File: src/verilog/fai_pkg.sv
`default_nettype none
package fai_pkg;
  // clock and timebase
  localparam int CLK_PERIOD_NS = 25;
  localparam int MS_NS = 1000000;
  localparam int MS_CYCLES = (MS_NS + CLK_PERIOD_NS - 1) / CLK_PERIOD_NS;
  // indicator phases, in milliseconds
  localparam int T_ON_MS = 200;
  localparam int T_FLICK_MS = 50;
  localparam int T_PAUSE_MS = 1000;
  localparam int ACT_HOLD_MS = 100;
  localparam int CNT_W = 11;
  localparam int HOLD_W = 7;
  // apb map
  localparam int ADDR_W = 8;
  localparam logic [ADDR_W-1:0] ADDR_CTRL = 8'h00;
  localparam logic [ADDR_W-1:0] ADDR_ERR = 8'h04;
  localparam logic [ADDR_W-1:0] ADDR_STAT = 8'h08;
  localparam logic [ADDR_W-1:0] ADDR_NVALIAS = 8'h0C;
  localparam logic [ADDR_W-1:0] ADDR_IRQ_STAT = 8'h10;
  localparam logic [ADDR_W-1:0] ADDR_IRQ_CLR = 8'h14;
  localparam logic [ADDR_W-1:0] ADDR_IRQ_EN = 8'h18;
  // ctrl fields
  localparam int STATE_W = 4;
  localparam int CTRL_BOOT_BIT = 4;
  localparam int CTRL_FWDL_BIT = 5;
  localparam int CTRL_ACK_BIT = 6;
  // network state codes
  localparam logic [STATE_W-1:0] ST_INIT = 4'h1;
  localparam logic [STATE_W-1:0] ST_PREOP = 4'h2;
  localparam logic [STATE_W-1:0] ST_BOOT = 4'h3;
  localparam logic [STATE_W-1:0] ST_SAFEOP = 4'h4;
  localparam logic [STATE_W-1:0] ST_OP = 4'h8;
  // reset values
  localparam logic [STATE_W-1:0] STATE_RST = ST_INIT;
  localparam logic BOOTING_RST = 1'b1;
  localparam logic [7:0] NVALIAS_RST = 8'h00;
  // interrupt bits
  localparam int IRQ_W = 4;
  localparam int IRQ_LINK = 0;
  localparam int IRQ_CHG = 1;
  localparam int IRQ_SYNC = 2;
  localparam int IRQ_BOOT = 3;

  typedef enum logic [2:0] {
    PAT_OFF, PAT_ON, PAT_BLINK, PAT_SINGLE, PAT_DOUBLE, PAT_FLICK
  } fai_pat_e;

  typedef struct packed {
    logic pdi_wdt;
    logic app_wdt;
    logic cfg_err;
  } fai_err_s;
  localparam int ERR_W = $bits(fai_err_s);

  typedef struct packed {
    logic [3:0] hi;
    logic [3:0] lo;
    logic valid;
    logic act;
  } fai_pins_s;
endpackage
`default_nettype wire

File: src/verilog/fai_indicators.sv
// Our own choices: the register offsets and the APB register port.
`timescale 1ns/1ps
`default_nettype none
// Notes on behaviour
// alias is high switch digit then low switch digit, giving 1 to 255
// both digits zero: alias comes from the nonvolatile parameter store; here nv_alias_r, which presetn clears to 0
// link led steady on valid idle link, flickers on traffic, dark if invalid
// green state led steadily lit in OPERATIONAL
// green blinks 200 ms on, 200 ms off in PRE-OPERATIONAL
// green single flash 200 ms then 1000 ms dark in SAFE-OPERATIONAL
// green flickers 50/50 ms while booting, in BOOTSTRAP or firmware download
// green dark in INIT
// red steadily lit on process data interface watchdog timeout
// red blinks 200/200 ms on general configuration error
// boot error: go to INIT, set change flag, red flickers 50/50 ms
// autonomous state change sets change flag, red single flash
// sync error drops OPERATIONAL to SAFE-OPERATIONAL as autonomous change
// application watchdog: red double flash 200/200/200 ms then 1000 ms dark
// one shared millisecond timebase; patterns restart cleanly on change
// red shows the most severe error; interface watchdog ranks highest
module fai_indicators #(
  parameter int MS_CYCLES_P = fai_pkg::MS_CYCLES
) (
  input wire logic pclk,
  input wire logic presetn,
  input wire logic [fai_pkg::ADDR_W-1:0] paddr,
  input wire logic psel,
  input wire logic penable,
  input wire logic pwrite,
  input wire logic [31:0] pwdata,
  output logic [31:0] prdata,
  output logic pready,
  output logic pslverr,
  input wire logic [3:0] alias_high_digit_switch,
  input wire logic [3:0] alias_low_digit_switch,
  input wire logic link_valid_pin,
  input wire logic link_activity_pin,
  input wire logic sync_err_pulse,
  input wire logic boot_err_pulse,
  output logic [7:0] station_alias,
  output logic link_led,
  output logic state_led,
  output logic error_led,
  output logic irq
);
  import fai_pkg::*;

  localparam int DIV_W = $clog2(MS_CYCLES_P + 1);

  // pins from outside the clock domain
  fai_pins_s pins_raw;
  fai_pins_s pins_s;

  assign pins_raw.hi = alias_high_digit_switch;
  assign pins_raw.lo = alias_low_digit_switch;
  assign pins_raw.valid = link_valid_pin;
  assign pins_raw.act = link_activity_pin;

  fai_sync #(
    .W($bits(fai_pins_s))
  ) u_sync (
    .clk(pclk),
    .rst_n(presetn),
    .d(pins_raw),
    .q(pins_s)
  );

  // millisecond timebase shared by every pattern
  logic [DIV_W-1:0] div_r;
  wire logic ms_tick;

  assign ms_tick = div_r == DIV_W'(MS_CYCLES_P - 1);

  always_ff @(posedge pclk or negedge presetn) begin
    if (!presetn) begin
      div_r <= '0;
    end else begin
      div_r <= ms_tick ? '0 : div_r + DIV_W'(1);
    end
  end

  // apb decode; zero wait states, read data latched in the setup cycle
  wire logic setup_ph;
  wire logic access_ph;
  wire logic hit_ctrl;
  wire logic hit_err;
  wire logic hit_stat;
  wire logic hit_nv;
  wire logic hit_ist;
  wire logic hit_iclr;
  wire logic hit_ien;
  wire logic addr_ok;
  wire logic wr_ctrl;
  wire logic wr_err;
  wire logic wr_nv;
  wire logic wr_iclr;
  wire logic wr_ien;

  assign setup_ph = psel & ~penable;
  assign access_ph = psel & penable;
  assign hit_ctrl = paddr == ADDR_CTRL;
  assign hit_err = paddr == ADDR_ERR;
  assign hit_stat = paddr == ADDR_STAT;
  assign hit_nv = paddr == ADDR_NVALIAS;
  assign hit_ist = paddr == ADDR_IRQ_STAT;
  assign hit_iclr = paddr == ADDR_IRQ_CLR;
  assign hit_ien = paddr == ADDR_IRQ_EN;
  assign addr_ok = hit_ctrl | hit_err | hit_stat | hit_nv | hit_ist | hit_iclr | hit_ien;
  assign wr_ctrl = access_ph & pwrite & hit_ctrl;
  assign wr_err = access_ph & pwrite & hit_err;
  assign wr_nv = access_ph & pwrite & hit_nv;
  assign wr_iclr = access_ph & pwrite & hit_iclr;
  assign wr_ien = access_ph & pwrite & hit_ien;
  assign pready = 1'b1;
  assign pslverr = access_ph & ~addr_ok;

  // control and status state
  logic [STATE_W-1:0] state_r;
  logic booting_r;
  logic fwdl_r;
  logic chg_r;
  logic boot_fail_r;
  fai_err_s err_r;
  logic [7:0] nv_alias_r;
  logic [7:0] station_alias_r;
  logic [IRQ_W-1:0] ist_r;
  logic [IRQ_W-1:0] ien_r;
  logic [31:0] prdata_r;
  logic act_q_r;
  logic valid_q_r;
  logic [HOLD_W-1:0] hold_r;

  wire logic sync_hit;
  wire logic ack_chg;
  wire logic [STATE_W-1:0] state_nxt;
  wire logic chg_nxt;
  wire logic boot_fail_nxt;
  wire logic booting_nxt;

  // hardware events win over a software write in the same cycle
  assign sync_hit = sync_err_pulse & (state_r == ST_OP);
  assign ack_chg = wr_ctrl & pwdata[CTRL_ACK_BIT];
  assign state_nxt = boot_err_pulse ? ST_INIT :
                     sync_hit ? ST_SAFEOP :
                     wr_ctrl ? pwdata[STATE_W-1:0] : state_r;
  assign chg_nxt = boot_err_pulse | sync_hit | (chg_r & ~ack_chg);
  assign boot_fail_nxt = boot_err_pulse | (boot_fail_r & ~ack_chg);
  assign booting_nxt = boot_err_pulse ? 1'b0 : (wr_ctrl ? pwdata[CTRL_BOOT_BIT] : booting_r);

  always_ff @(posedge pclk or negedge presetn) begin
    if (!presetn) begin
      state_r <= STATE_RST;
      booting_r <= BOOTING_RST;
      fwdl_r <= 1'b0;
      chg_r <= 1'b0;
      boot_fail_r <= 1'b0;
    end else begin
      state_r <= state_nxt;
      booting_r <= booting_nxt;
      fwdl_r <= wr_ctrl ? pwdata[CTRL_FWDL_BIT] : fwdl_r;
      chg_r <= chg_nxt;
      boot_fail_r <= boot_fail_nxt;
    end
  end

  always_ff @(posedge pclk or negedge presetn) begin
    if (!presetn) begin
      err_r <= '0;
      nv_alias_r <= NVALIAS_RST;
      ien_r <= '0;
    end else begin
      if (wr_err) begin
        err_r <= pwdata[ERR_W-1:0];
      end
      if (wr_nv) begin
        nv_alias_r <= pwdata[7:0];
      end
      if (wr_ien) begin
        ien_r <= pwdata[IRQ_W-1:0];
      end
    end
  end

  // station alias
  wire logic alias_zero;
  wire logic [7:0] sw_alias;
  wire logic [7:0] alias_nxt;

  assign sw_alias = {pins_s.hi, pins_s.lo};
  assign alias_zero = sw_alias == 8'h00;
  assign alias_nxt = alias_zero ? nv_alias_r : sw_alias;
  assign station_alias = station_alias_r;

  // link activity is a short pulse, so it is stretched to keep the flicker visible
  wire logic act_rise;
  wire logic link_chg;

  assign act_rise = pins_s.act & ~act_q_r;
  assign link_chg = pins_s.valid ^ valid_q_r;

  always_ff @(posedge pclk or negedge presetn) begin
    if (!presetn) begin
      station_alias_r <= 8'h00;
      act_q_r <= 1'b0;
      valid_q_r <= 1'b0;
      hold_r <= '0;
    end else begin
      station_alias_r <= alias_nxt;
      act_q_r <= pins_s.act;
      valid_q_r <= pins_s.valid;
      if (act_rise) begin
        hold_r <= HOLD_W'(ACT_HOLD_MS);
      end else if (ms_tick && hold_r != '0) begin
        hold_r <= hold_r - HOLD_W'(1);
      end
    end
  end

  // pattern selection
  fai_pat_e link_sel;
  fai_pat_e green_sel;
  fai_pat_e red_sel;
  wire logic green_flick;

  assign link_sel = !pins_s.valid ? PAT_OFF :
                    (hold_r != '0) ? PAT_FLICK : PAT_ON;
  assign green_flick = booting_r | fwdl_r | (state_r == ST_BOOT);
  assign green_sel = green_flick ? PAT_FLICK :
                     (state_r == ST_OP) ? PAT_ON :
                     (state_r == ST_SAFEOP) ? PAT_SINGLE :
                     (state_r == ST_PREOP) ? PAT_BLINK : PAT_OFF;
  assign red_sel = err_r.pdi_wdt ? PAT_ON :
                   boot_fail_r ? PAT_FLICK :
                   err_r.app_wdt ? PAT_DOUBLE :
                   err_r.cfg_err ? PAT_BLINK :
                   chg_r ? PAT_SINGLE : PAT_OFF;

  fai_led_pattern u_link (
    .clk(pclk),
    .rst_n(presetn),
    .tick(ms_tick),
    .sel(link_sel),
    .led(link_led)
  );

  fai_led_pattern u_green (
    .clk(pclk),
    .rst_n(presetn),
    .tick(ms_tick),
    .sel(green_sel),
    .led(state_led)
  );

  fai_led_pattern u_red (
    .clk(pclk),
    .rst_n(presetn),
    .tick(ms_tick),
    .sel(red_sel),
    .led(error_led)
  );

  // interrupts: sticky status, set wins over a clear in the same cycle
  wire logic [IRQ_W-1:0] irq_ev;
  wire logic [IRQ_W-1:0] irq_clr;

  assign irq_ev[IRQ_LINK] = link_chg;
  assign irq_ev[IRQ_CHG] = boot_err_pulse | sync_hit;
  assign irq_ev[IRQ_SYNC] = sync_hit;
  assign irq_ev[IRQ_BOOT] = boot_err_pulse;
  assign irq_clr = wr_iclr ? pwdata[IRQ_W-1:0] : '0;
  assign irq = |(ist_r & ien_r);

  // read mux
  wire logic [31:0] ctrl_rd;
  wire logic [31:0] stat_rd;
  wire logic [31:0] rd_data;

  assign ctrl_rd = {25'h0, 1'b0, fwdl_r, booting_r, state_r};
  assign stat_rd = {16'h0000, station_alias_r, ~alias_zero, pins_s.valid, boot_fail_r, chg_r,
                    state_r};
  assign rd_data = hit_ctrl ? ctrl_rd :
                   hit_err ? 32'(err_r) :
                   hit_stat ? stat_rd :
                   hit_nv ? 32'(nv_alias_r) :
                   hit_ist ? 32'(ist_r) :
                   hit_ien ? 32'(ien_r) : 32'h00000000;
  assign prdata = prdata_r;

  always_ff @(posedge pclk or negedge presetn) begin
    if (!presetn) begin
      ist_r <= '0;
      prdata_r <= 32'h00000000;
    end else begin
      ist_r <= irq_ev | (ist_r & ~irq_clr);
      if (setup_ph && !pwrite) begin
        prdata_r <= rd_data;
      end
    end
  end
endmodule
`default_nettype wire

File: src/verilog/fai_led_pattern.sv
`timescale 1ns/1ps
`default_nettype none
module fai_led_pattern (
  input wire logic clk,
  input wire logic rst_n,
  input wire logic tick,
  input wire fai_pkg::fai_pat_e sel,
  output logic led
);
  import fai_pkg::*;

  fai_pat_e sel_q_r;
  logic [CNT_W-1:0] cnt_r;
  logic led_r;
  wire logic restart;
  wire logic wrap;
  wire logic [CNT_W-1:0] cnt_nxt;

  function automatic logic [CNT_W-1:0] period(input fai_pat_e p);
    case (p)
      PAT_BLINK: period = CNT_W'(2 * T_ON_MS);
      PAT_FLICK: period = CNT_W'(2 * T_FLICK_MS);
      PAT_SINGLE: period = CNT_W'(T_ON_MS + T_PAUSE_MS);
      PAT_DOUBLE: period = CNT_W'(3 * T_ON_MS + T_PAUSE_MS);
      default: period = CNT_W'(1);
    endcase
  endfunction

  function automatic logic level(input fai_pat_e p, input logic [CNT_W-1:0] c);
    case (p)
      PAT_ON: level = 1'b1;
      PAT_BLINK: level = c < T_ON_MS;
      PAT_FLICK: level = c < T_FLICK_MS;
      PAT_SINGLE: level = c < T_ON_MS;
      PAT_DOUBLE: level = (c < T_ON_MS) || (c >= 2 * T_ON_MS && c < 3 * T_ON_MS);
      default: level = 1'b0;
    endcase
  endfunction

  // a new pattern always starts at the head of its lit phase
  assign restart = sel != sel_q_r;
  assign wrap = cnt_r >= period(sel) - CNT_W'(1);
  assign cnt_nxt = restart ? '0 : (tick ? (wrap ? '0 : cnt_r + CNT_W'(1)) : cnt_r);
  assign led = led_r;

  always_ff @(posedge clk or negedge rst_n) begin
    if (!rst_n) begin
      sel_q_r <= PAT_OFF;
      cnt_r <= '0;
      led_r <= 1'b0;
    end else begin
      sel_q_r <= sel;
      cnt_r <= cnt_nxt;
      led_r <= level(sel, restart ? '0 : cnt_r);
    end
  end
endmodule
`default_nettype wire

File: src/verilog/fai_sync.sv
`timescale 1ns/1ps
`default_nettype none
module fai_sync #(
  parameter int W = 1
) (
  input wire logic clk,
  input wire logic rst_n,
  input wire logic [W-1:0] d,
  output logic [W-1:0] q
);
  logic [W-1:0] s1_r;
  logic [W-1:0] s2_r;
  logic [W-1:0] s3_r;
  logic [W-1:0] q_r;
  wire logic [W-1:0] agree;
  wire logic [W-1:0] q_nxt;

  // a bit moves only once the last two stages agree
  assign agree = ~(s2_r ^ s3_r);
  assign q_nxt = (agree & s3_r) | (~agree & q_r);
  assign q = q_r;

  always_ff @(posedge clk or negedge rst_n) begin
    if (!rst_n) begin
      s1_r <= '0;
      s2_r <= '0;
      s3_r <= '0;
      q_r <= '0;
    end else begin
      s1_r <= d;
      s2_r <= s1_r;
      s3_r <= s2_r;
      q_r <= q_nxt;
    end
  end
endmodule
`default_nettype wire
File: config.mk
export PLATFORM = sky130hd
export DESIGN_NAME = fai_indicators
export DESIGN_NICKNAME = d
export VERILOG_FILES = /design/src/verilog/fai_pkg.sv /design/src/verilog/fai_indicators.sv /design/src/verilog/fai_led_pattern.sv /design/src/verilog/fai_sync.sv
export SDC_FILE = /design/constraint.sdc
export NUM_CORES = 1
export LEC_CHECK = 0
export ABC_AREA = 1
export BUFFER_PORTS_ARGS = -buffer_cell sky130_fd_sc_hd__clkbuf_2
export CORE_MARGIN = 3
export CORE_UTILIZATION = 30
export DETAILED_ROUTE_END_ITERATION = 6
export MAX_ROUTING_LAYER = met4
export PLACE_DENSITY = 0.57
export SLEW_MARGIN = 10
export SYNTH_ARGS = -nofsm -noshare
export SYNTH_HDL_FRONTEND = slang
export SYNTH_SLANG_ARGS = --single-unit
File: constraint.sdc
create_clock -name pclk -period 6.4 [get_ports pclk]
set_clock_uncertainty 0.15 [all_clocks]
set_input_delay 0.96 -clock pclk [delete_from_list [all_inputs] [get_ports pclk]]
set_output_delay 0.96 -clock pclk [all_outputs]
set_load 0.05 [all_outputs]
==> results of run 1 <==
power by group through the flow:
stage	Sequential (mW)	Clock (mW)	Combinational (mW)
5_1_grt	1.08	1.06	0.285
2_1_floorplan	1.10	0	0.180
6_report	1.07	0.984	0.255
4_1_cts	1.07	1.02	0.260
3_3_place_gp	1.09	0	0.256
3_5_place_dp	1.09	0	0.259
registers in the layout, indices dropped and copies added (netlist names), 2 cells and up, named ones only:
name             flops
u_red.sel_q_r        3
u_green.sel_q_r      3
prdata              16
err_r                3
hold_r               7
u_sync.s1_r         10
u_sync.s2_r         10
u_link.cnt_r        11
ien_r                4
div_r               16
u_red.cnt_r         11
state_r              4
u_sync.s3_r         10
u_link.sel_q_r       2
ist_r                4
station_alias        8
u_green.cnt_r       11
nv_alias_r           8
final cells by class:
type / count / area, µm² / area share [%]
clock buffer: 17 / 425 / 4.39
clock inverter: 15 / 154 / 1.59
inverter: 127 / 477 / 4.92
multi-input combinational: 734 / 3850 / 39.8
sequential: 159 / 3980 / 41.1
tap: 378 / 473 / 4.88
timing repair buffer: 63 / 327 / 3.37
how the worst min path moves through the flow:
stage | slack [ns] | endpoint | startpoint | cells past startpoint
after floorplan | 0.18 | u_sync.s2_r[0]$_DFF_PN0_ | u_sync.s1_r[0]$_DFF_PN0_ | 0
after global placement | 0.18 | u_sync.s2_r[9]$_DFF_PN0_ | u_sync.s1_r[9]$_DFF_PN0_ | 0
after detailed placement | 0.19 | u_sync.s2_r[8]$_DFF_PN0_ | u_sync.s1_r[8]$_DFF_PN0_ | 0
after CTS | 0.20 | u_sync.s2_r[7]$_DFF_PN0_ | u_sync.s1_r[7]$_DFF_PN0_ | 0
after global routing | 0.20 | u_sync.s2_r[7]$_DFF_PN0_ | u_sync.s1_r[7]$_DFF_PN0_ | 0
final | 0.19 | u_sync.s2_r[7]$_DFF_PN0_ | u_sync.s1_r[7]$_DFF_PN0_ | 0
synth_stat cells (2+ instances only):
master and n:
nor3_1 17, nand4_1 23, nand3_1 113, and2_1 2
inv_1 123, buf_2 5, nand2_4 3, nor2_1 106
a2bb2oi_1 2, buf_4 28, nor2_4 2, nand2_1 232
dfrtp_1 157, xor2_1 32, maj3_1 10, o31ai_1 4
o21ai_0 56, o22ai_1 3, inv_2 3, a21oi_1 33
dfstp_2 2, nor4_1 2, o21a_1 2, clkbuf_1 9
or2_2 5, a21o_1 3, a31oi_1 2, conb_1 2
ha_1 34, nand2_2 4, nand3b_1 3, xnor2_1 3
nor2_2 5
cells in the final DEF (no fill, tap or decap), drive strengths merged, types with 9 or more instances in the layout:
cell / synthesis / layout
nand3: 114 / 114
xor2: 32 / 32
nand2: 239 / 239
nor3: 19 / 19
o21ai: 57 / 57
conb: 2 / 21
clkinv: 1 / 9
maj3: 10 / 10
ha: 34 / 34
inv: 126 / 132
a21oi: 35 / 35
clkbuf: 9 / 77
nand4: 23 / 23
nor2: 113 / 113
dfrtp: 157 / 157
per-stage QoR:
| stage | hold slack, ns | cell area (µm²) |
|---|---|---|
| after floorplan | 0.181 | 8580 |
| after global placement | 0.183 | 9110 |
| final | 0.193 | 9690 |
| after detailed placement | 0.186 | 9110 |
| after CTS | 0.196 | 9690 |
| after global routing | 0.197 | 9690 |
metal layers:
layer / global-route usage, % / up-vias / share of wire [%]
met5: - / - / 0
met4: 3.25 / 0 / 1.0
met3: 2.99 / 15 / 3.8
met2: 21.4 / 109 / 46
met1: 17.5 / 3187 / 49
li1: - / 3459 / -
kinds of logic (layout without fill, tap and decap cells):
| family | after synthesis | count (layout) | synth area share, % |
|---|---|---|---|
| AOI/OAI and AO/OA | 111 | 111 | 7.22 |
| xor gates and xnor gates | 36 | 36 | 3.79 |
| adders and majority gates | 44 | 44 | 6.17 |
| buffers and inverters | 170 | 222 | 8.80 |
| DFF | 159 | 159 | 46.8 |
| other | 2 | 21 | 0.0882 |
| and+or+nand+nor | 522 | 522 | 27.2 |
worst register-to-register path, cell delays in order (launching register included):
cell and delay (ns):
dfrtp_1 0.39, inv_1 0.12, ha_1 0.17, nand4_1 0.29, nand2_1 0.31, ha_1 0.31, a21oi_1 0.12, o21ai_0 0.10
nand2_1 0.07, nand4_1 0.34, nor2_1 0.32, nand3_1 0.11, nand2_1 0.08
==> metrics.yaml, run 1 <==
synth:
  syn-cell-area_mm2: 0.00851
  synth-edff-count: 0
  ys_async_sr_fraction_pct: 100
  synthFlopType: "dfrtp_1"
  yosysUniqueCellTypes: 47
  netlist_instances: 1044
  yosysWarnings: 0
  synth.top_cell.area_share_pct: 46.1
  synth_seq_cells: 159
  synth-seq-area-share_pct: 46.8
  postSynthAreaPerCell_um2: 8.15
  synth_area_leader_cell: "dfrtp_1"
  yosys-top-cells-area: "dfrtp_1, nand2_1, nand3_1"
pwr:
  ir_worst_vdd_v: 0.000122
  p_leak_nw: 4.88
  switching_share_pct: 29.5
  combPwrFrac_pct: 11.0
  p_int_mw: 1.63
  power_density_mw_per_mm2: 238
  seq_power_share_pct: 46.3
  power_mw: 2.31
  switchingPower_uw: 681
  pwr-share-clk_pct: 42.6
cts:
  post_cts.repair.setup_buffers: 0
  cts_tree: "yes"
  clkTransAtPathRegs_ns: 0.07
  cts_root_buf: "clkbuf_16"
  cts_buffer_depth: 2
  htreeDepth: 4
  hold_buffers: 0
  worst_skew_pair.late_latency_ns: 0.42
  cts_sinks: 159
  cts-resized-gates: 0
  cts_made_buffers: 17
finish:
  utilization_pct: 34.8
  nets: 1193
  n_fill_cell: 2913
  area_delta_synth_final_pct: 13.8
  n_antenna_cell: 0
  layout-drive-gt1-share_pct: 11.2
  layoutNonFillerInstCount: 1493
sta:
  setup_ws_ns: 2.78
  fin_crit_sh_pct: 56.5
  finalSetupViolCount: 0
  max_freq_ghz: 0.276
  worst_pin_slew_ns: 0.951
  maxSlewViolCount: 0
  rsz0062_at_grt: "no"
  period_minus_slack_ns: 3.62
  max_slew_margin_pct: 36.6
  hold_viol: 0
  setup_total_negative_slack_ns: 0
detailed_routing:
  antenna_left: 0
  drtIter0Drc: 467
  drc: 0
  wl_per_cell_um: 12.8
  avgViaCountPerCell: 4.53
  vias: 6770
  dr.pass1.iters: 4
  drt-total-wl_mm: 19.1
setup_path:
  crit_end: "pslverr"
  cp-start-kind: "primary input"
  crit_required_ns: 5.29
  ff2ff_path_depth: 12
  crit_buf_inv: 2
  worst_path_max_delay_cell: "nor2_1"
  critical_path_peak_fanout: 11
  crit_path_cell_trace: "clkbuf_2, nor2_1, nand2_1, nor2_1, nor2_1, nand3_1, nor4_1, clkbuf_2"
  slowest_delay_ns: 0.65
  r2r_slack_ns: 3.48
  startpoint: "paddr[7]"
  worst_setup_path_end_kind: "primary output"
  reg2reg_to: "u_link.cnt_r[9]$_DFFE_PN0P_"
  path_depth: 8
  cp.arrival_ns: 2.51
  r2r-start: "hold_r[0]$_DFFE_PN0P_"
  cpMostUsedCell: "nor2_1"
  crit_type: "primary input to primary output"
  crit_family: "simple AND/OR/NAND/NOR gates"
run_status:
  status: "finished, final reports clean"
grt:
  grt_max_degree: 103
  track_usage_pct: 13.4
  antenna_found_initial: 0
  grt_overflow_total: 0
  grt_pass1_wl_mm: 32.6
  grt_pass1_vias: 6598
floorplanning:
  die_x_um: 174
  core-area_mm2: 0.0279
  ios: 103
  rows: 61
  dieArea_mm2: 0.0304
  dieHeight_um: 174
  start_util_pct: 30.6
place:
  dp_cells: 1461
  port_buffers: 61
  gp_congestion: 0.879
  hpwl_mm: 13.8
  pre_cts_slack_ns: 2.80
min_path:
  hp-class: "flip-flop to flip-flop"
job:
  cap_violations: 0
Power figures use the tool's default switching activity.
==> run 2, diff against run 1 <==
- PLACE_DENSITY: 0.57 -> 0.58
- clock period: 6.4 -> 2.95 ns (I/O delays scaled with it)
==> metrics.yaml, run 2 (same netlist as run 1, synthesis figures left out) <==
min_path:
  worstHoldStart: "boot_err_pulse"
  hold_path_end: "booting_r$_DFFE_PN1P_"
  hp-class: "primary input to flip-flop"
  hold_depth: 2
sta:
  max_freq_ghz: 0.384
  maxSlewViolCount: 0
  setup_total_negative_slack_ns: 0
  hold_viol: 0
  holdWs_ns: 0.0665
  rsz0062_at_grt: "no"
  fin_crit_sh_pct: 88.2
  period_minus_slack_ns: 2.60
  finalSetupViolCount: 0
  max_slew_margin_pct: 59.5
  worst_pin_slew_ns: 0.608
cts:
  worst_skew_pair.late_latency_ns: 0.44
  cts_root_buf: "clkbuf_16"
  cts_made_buffers: 17
  cts_sinks: 159
  clkTransAtPathRegs_ns: 0.08
  cts_buffer_depth: 2
  htreeDepth: 4
  cts_tree: "yes"
pwr:
  p_leak_nw: 5.01
  combPwrFrac_pct: 11.4
  p_int_mw: 3.61
  pwr-share-clk_pct: 44.1
  power_density_mw_per_mm2: 523
  switchingPower_mw: 1.59
  seq_power_share_pct: 44.5
  ir_worst_vdd_v: 0.000372
  switching_share_pct: 30.6
setup_path:
  r2r-start: "err_r[2]$_DFFE_PN0P_"
  worst_path_max_delay_cell: "dfrtp_1"
  worst_setup_path_end_kind: "flip-flop"
  path_depth: 13
  r2r_slack_ns: 0.35
  ff2ff_path_depth: 13
  crit_family: "simple AND/OR/NAND/NOR gates"
  cp.arrival_ns: 2.82
  cp-start-kind: "flip-flop"
  crit_required_ns: 3.17
  critical_path_peak_fanout: 8
  crit_buf_inv: 3
  crit_type: "flip-flop to flip-flop"
  reg2reg_to: "u_red.cnt_r[10]$_DFFE_PN0P_"
  slowest_delay_ns: 0.42
  crit_path_cell_trace: "nor2_1, nand3_1, inv_1, nand2_1, nand2_1, inv_1, ha_1, a21oi_1, o21a_1, nand4_1, inv_1, nand3_1, nand2_1"
floorplanning:
  rows: 61
  dieArea_mm2: 0.0304
  die_x_um: 174
  ios: 103
  start_util_pct: 30.6
  core-area_mm2: 0.0279
  dieHeight_um: 174
detailed_routing:
  antenna_left: 0
  avgViaCountPerCell: 4.50
  wl_per_cell_um: 12.6
  dr.pass1.iters: 5
  drc: 0
  drt-total-wl_mm: 19.0
  vias: 6826
  drtIter0Drc: 407
finish:
  layout-drive-gt1-share_pct: 12.1
  nets: 1216
  n_fill_cell: 2867
  stdcell_area_mm2: 0.00995
  mostFrequentLayoutCells: "nand2_1, dfrtp_1, inv_1"
  n_antenna_cell: 0
  area_delta_synth_final_pct: 16.9
  final_common_cell: "nand2_1"
grt:
  grt_pass1_vias: 6580
  track_usage_pct: 13.4
  antenna_found_initial: 0
  grt_overflow_total: 0
  grt_max_degree: 65
  grt_pass1_wl_mm: 32.5
place:
  port_buffers: 61
  gp_congestion: 0.845
  hpwl_mm: 14.0
  dpl-instance-area_mm2: 0.00922
run_status:
  status: "finished, final reports clean"
job:
  cap_violations: 0
[run 2: through the flow]
stage | utilization [%] | cells | power (mW) | worst slack (ns)
finish | 35.7 | 1516 | 5.21 | 0.348
global route | 35.7 | 1516 | 5.45 | 0.0578
CTS | 35.7 | 1516 | 5.28 | 0.311
detailed placement | 33.1 | 1473 | 2.95 | 0.334
global placement | 33.1 | 1473 | 2.94 | 0.337
floorplan | - | 1063 | 2.78 | 0.472
[run 2: repair_timing]
item / 4_1_cts / 5_1_grt
hold buffers: 11 / 0
hold endpoints to repair: 69 / 0
gates resized for setup: 0 / 0
setup buffers: 0 / 0
[run 2: cell type report]
class / count / area (µm²) / share of cell area [%]
Timing Repair Buffer: 86 / 539 / 5.42
Inverter: 127 / 477 / 4.79
Multi-Input combinational cell: 734 / 3860 / 38.8
Tap cell: 378 / 473 / 4.75
Clock inverter: 15 / 199 / 2.00
Clock buffer: 17 / 425 / 4.27
Sequential cell: 159 / 3980 / 40.0
[run 2: worst max path at each step]
stage,startpoint,end
final,err_r[2]$_DFFE_PN0P_,u_red.cnt_r[10]$_DFFE_PN0P_
after global routing,err_r[2]$_DFFE_PN0P_,u_red.cnt_r[10]$_DFFE_PN0P_
after CTS,err_r[2]$_DFFE_PN0P_,u_red.cnt_r[10]$_DFFE_PN0P_
after detailed placement,err_r[2]$_DFFE_PN0P_,u_red.cnt_r[10]$_DFFE_PN0P_
after global placement,err_r[2]$_DFFE_PN0P_,u_red.cnt_r[10]$_DFFE_PN0P_
after floorplan,paddr[3],pslverr
[run 2: layer usage]
metal  up-vias  GRT usage, %  part of all wire [%]
met3        18          3.21                   4.2
met2       128          20.6                    45
met5         -             -                     0
met1      3159          17.9                    49
li1       3521             -                     -
met4         0          3.18                   1.1
[run 2: worst reg2reg max path, stage by stage (launching register included)]
cell	delay, ns
dfrtp_1	0.42
nor2_1	0.18
nand3_1	0.21
inv_1	0.16
nand2_1	0.08
nand2_1	0.06
inv_1	0.04
ha_1	0.29
a21oi_1	0.15
o21a_1	0.13
nand4_1	0.17
inv_1	0.28
nand3_1	0.11
nand2_1	0.09
[run 2: power groups by stage]
stage                     registers, mW  logic, mW  clock network, mW
after floorplan                    2.39      0.392                  0
after global placement             2.36      0.582                  0
after detailed placement           2.36      0.589                  0
after CTS                          2.32      0.604               2.36
after global routing               2.33      0.665               2.46
final                              2.31      0.594               2.30
==> run 3, diff against run 2 <==
- PLACE_DENSITY: 0.58 -> not set
- RECOVER_POWER: not set -> 25
- SLEW_MARGIN: 10 -> 20
==> metrics.yaml, run 3 (same netlist as run 1, synthesis figures left out) <==
run_status:
  status: "finished with violations"
  violations: "capacitance limit, slew limit"
place:
  port_buffers: 61
  gp_congestion: 0.857
  hpwl_mm: 14.1
  dpl-instance-area_mm2: 0.00923
  pre_cts_slack_ns: 0.307
pwr:
  power_density_mw_per_mm2: 523
  p_leak_nw: 5.01
  ir_worst_vdd_v: 0.000367
  power_mw: 5.21
setup_path:
  cp-start-kind: "flip-flop"
  path_depth: 16
  crit_path_cell_trace: "nor2_2, nand2_2, nand2_4, nand2_4, inv_1, nand2_1, ha_1, nand2_1, nor2_1, and2_1, nand2_1, nand4_1, buf_4, nor2_1, nand3_1, nand2_1"
  crit_family: "simple AND/OR/NAND/NOR gates"
  ff2ff_path_depth: 16
  worst_path_max_delay_cell: "dfrtp_1"
  crit_buf_inv: 2
  crit_type: "flip-flop to flip-flop"
  slowest_delay_ns: 0.42
  worst_setup_path_end_kind: "flip-flop"
  crit_required_ns: 3.17
  cpMostUsedCell: "nand2_1"
  r2r-start: "state_r[2]$_DFFE_PN0P_"
  r2r_slack_ns: 0.36
  reg2reg_to: "u_green.cnt_r[9]$_DFFE_PN0P_"
  cp.arrival_ns: 2.81
  critical_path_peak_fanout: 11
cts:
  cts_root_buf: "clkbuf_16"
  htreeDepth: 4
  cts_buffer_depth: 2
  cts_made_buffers: 17
  worst_skew_pair.late_latency_ns: 0.43
  cts_tree: "yes"
  cts_sinks: 159
  post_cts.repair.setup_buffers: 0
  clkTransAtPathRegs_ns: 0.08
floorplanning:
  ios: 103
  dieHeight_um: 174
  dieArea_mm2: 0.0304
  die_x_um: 174
  start_util_pct: 30.6
  rows: 61
  core-area_mm2: 0.0279
detailed_routing:
  dr.pass1.iters: 5
  wl_per_cell_um: 12.7
  vias: 6912
  drtIter0Drc: 439
  antenna_left: 0
  avgViaCountPerCell: 4.56
  drc: 0
  drt-total-wl_mm: 19.2
finish:
  utilization_pct: 35.8
  final_common_cell: "nand2_1"
  mostFrequentLayoutCells: "nand2_1, dfrtp_1, inv_1"
  nets: 1217
  stdcell_area_mm2: 0.00996
  multi_input_area_mm2: 0.00386
  n_antenna_cell: 0
  regArea_mm2: 0.00398
  layout-drive-gt1-share_pct: 11.9
  area_delta_synth_final_pct: 17.0
  n_fill_cell: 2854
sta:
  hold_viol: 0
  setup_ws_ns: 0.361
  max_freq_ghz: 0.386
  finalSetupViolCount: 0
  period_minus_slack_ns: 2.59
  maxSlewViolCount: 73
  worst_pin_slew_ns: 1.90
  fin_crit_sh_pct: 87.8
  rsz0062_at_grt: "no"
  setup_total_negative_slack_ns: 0
  max_slew_margin_pct: -26.4
grt:
  grt_pass1_wl_mm: 33.2
  grt_max_degree: 74
  track_usage_pct: 13.5
  antenna_found_initial: 0
  grt_pass1_vias: 6741
  grt_overflow_total: 0
min_path:
  hold_depth: 2
  hold_path_end: "booting_r$_DFFE_PN1P_"
  hp-class: "primary input to flip-flop"
  worstHoldStart: "boot_err_pulse"
job:
  cap_violations: 1
## run 3: cell types whose count changed in the layout (fill, tap and decap cells not counted)
cell / before / now
buf_6: 1 / 0
bufinv_16: 0 / 1
clkbuf_1: 0 / 2
clkinv_4: 2 / 0
dfstp_1: 0 / 1
dfstp_2: 2 / 1
inv_12: 4 / 2
inv_6: 2 / 4
inv_8: 3 / 4
o21ai_0: 56 / 57
o21ai_1: 1 / 0
## run 3: worst max-delay path by stage
stage,startpoint,endpoint
after floorplan,paddr[3],pslverr
after global placement,err_r[2]$_DFFE_PN0P_,u_red.cnt_r[1]$_DFFE_PN0P_
after detailed placement,err_r[2]$_DFFE_PN0P_,u_red.cnt_r[6]$_DFFE_PN0P_
final,state_r[2]$_DFFE_PN0P_,u_green.cnt_r[9]$_DFFE_PN0P_
after global routing,state_r[2]$_DFFE_PN0P_,u_green.cnt_r[7]$_DFFE_PN0P_
after CTS,err_r[2]$_DFFE_PN0P_,u_red.cnt_r[0]$_DFFE_PN0P_
## run 3: worst reg2reg max path: cells and delay by family (launching register included)
family	cells	cell delay, ns
fa+ha+maj	1	0.32
buf+inv	2	0.29
flops	1	0.42
simple gates	13	1.36
## run 3: per-stage QoR
step | hold slack [ns] | instances
after CTS | 0.0514 | 1517
after detailed placement | 0.185 | 1474
final | 0.0808 | 1517
after global routing | 0.0589 | 1517
after floorplan | -0.00309 | 1063
after global placement | 0.183 | 1474
## run 3: what timing repair did
action / 4_1_cts / 5_1_grt
hold buffers: 11 / 0
gates resized for setup: 0 / 1
setup endpoints to repair: 0 / 2
endpoints found under the hold margin: 77 / 0
## run 3: layer usage
layer	track usage, %	vias to the layer above	share of wire, %	wire [µm]
met5	-	-	0	0
met4	3.18	0	0.95	182
met3	2.82	12	3.6	700
met2	20.5	118	45	8710
met1	18.6	3263	50	9630
li1	-	3519	-	-
## run 3: final cells by class
class	instances	area share, %
sequential	159	40.0
multi-input combinational	734	38.8
timing repair buffer	87	5.38
inverter	127	4.79
tap	378	4.75
clock buffer	17	4.27
clock inverter	15	2.09
## run 3: where the power goes
part / switching, mW / internal (mW)
Sequential: 0.0487 / 2.27
Combinational: 0.424 / 0.166
Clock: 1.06 / 1.25
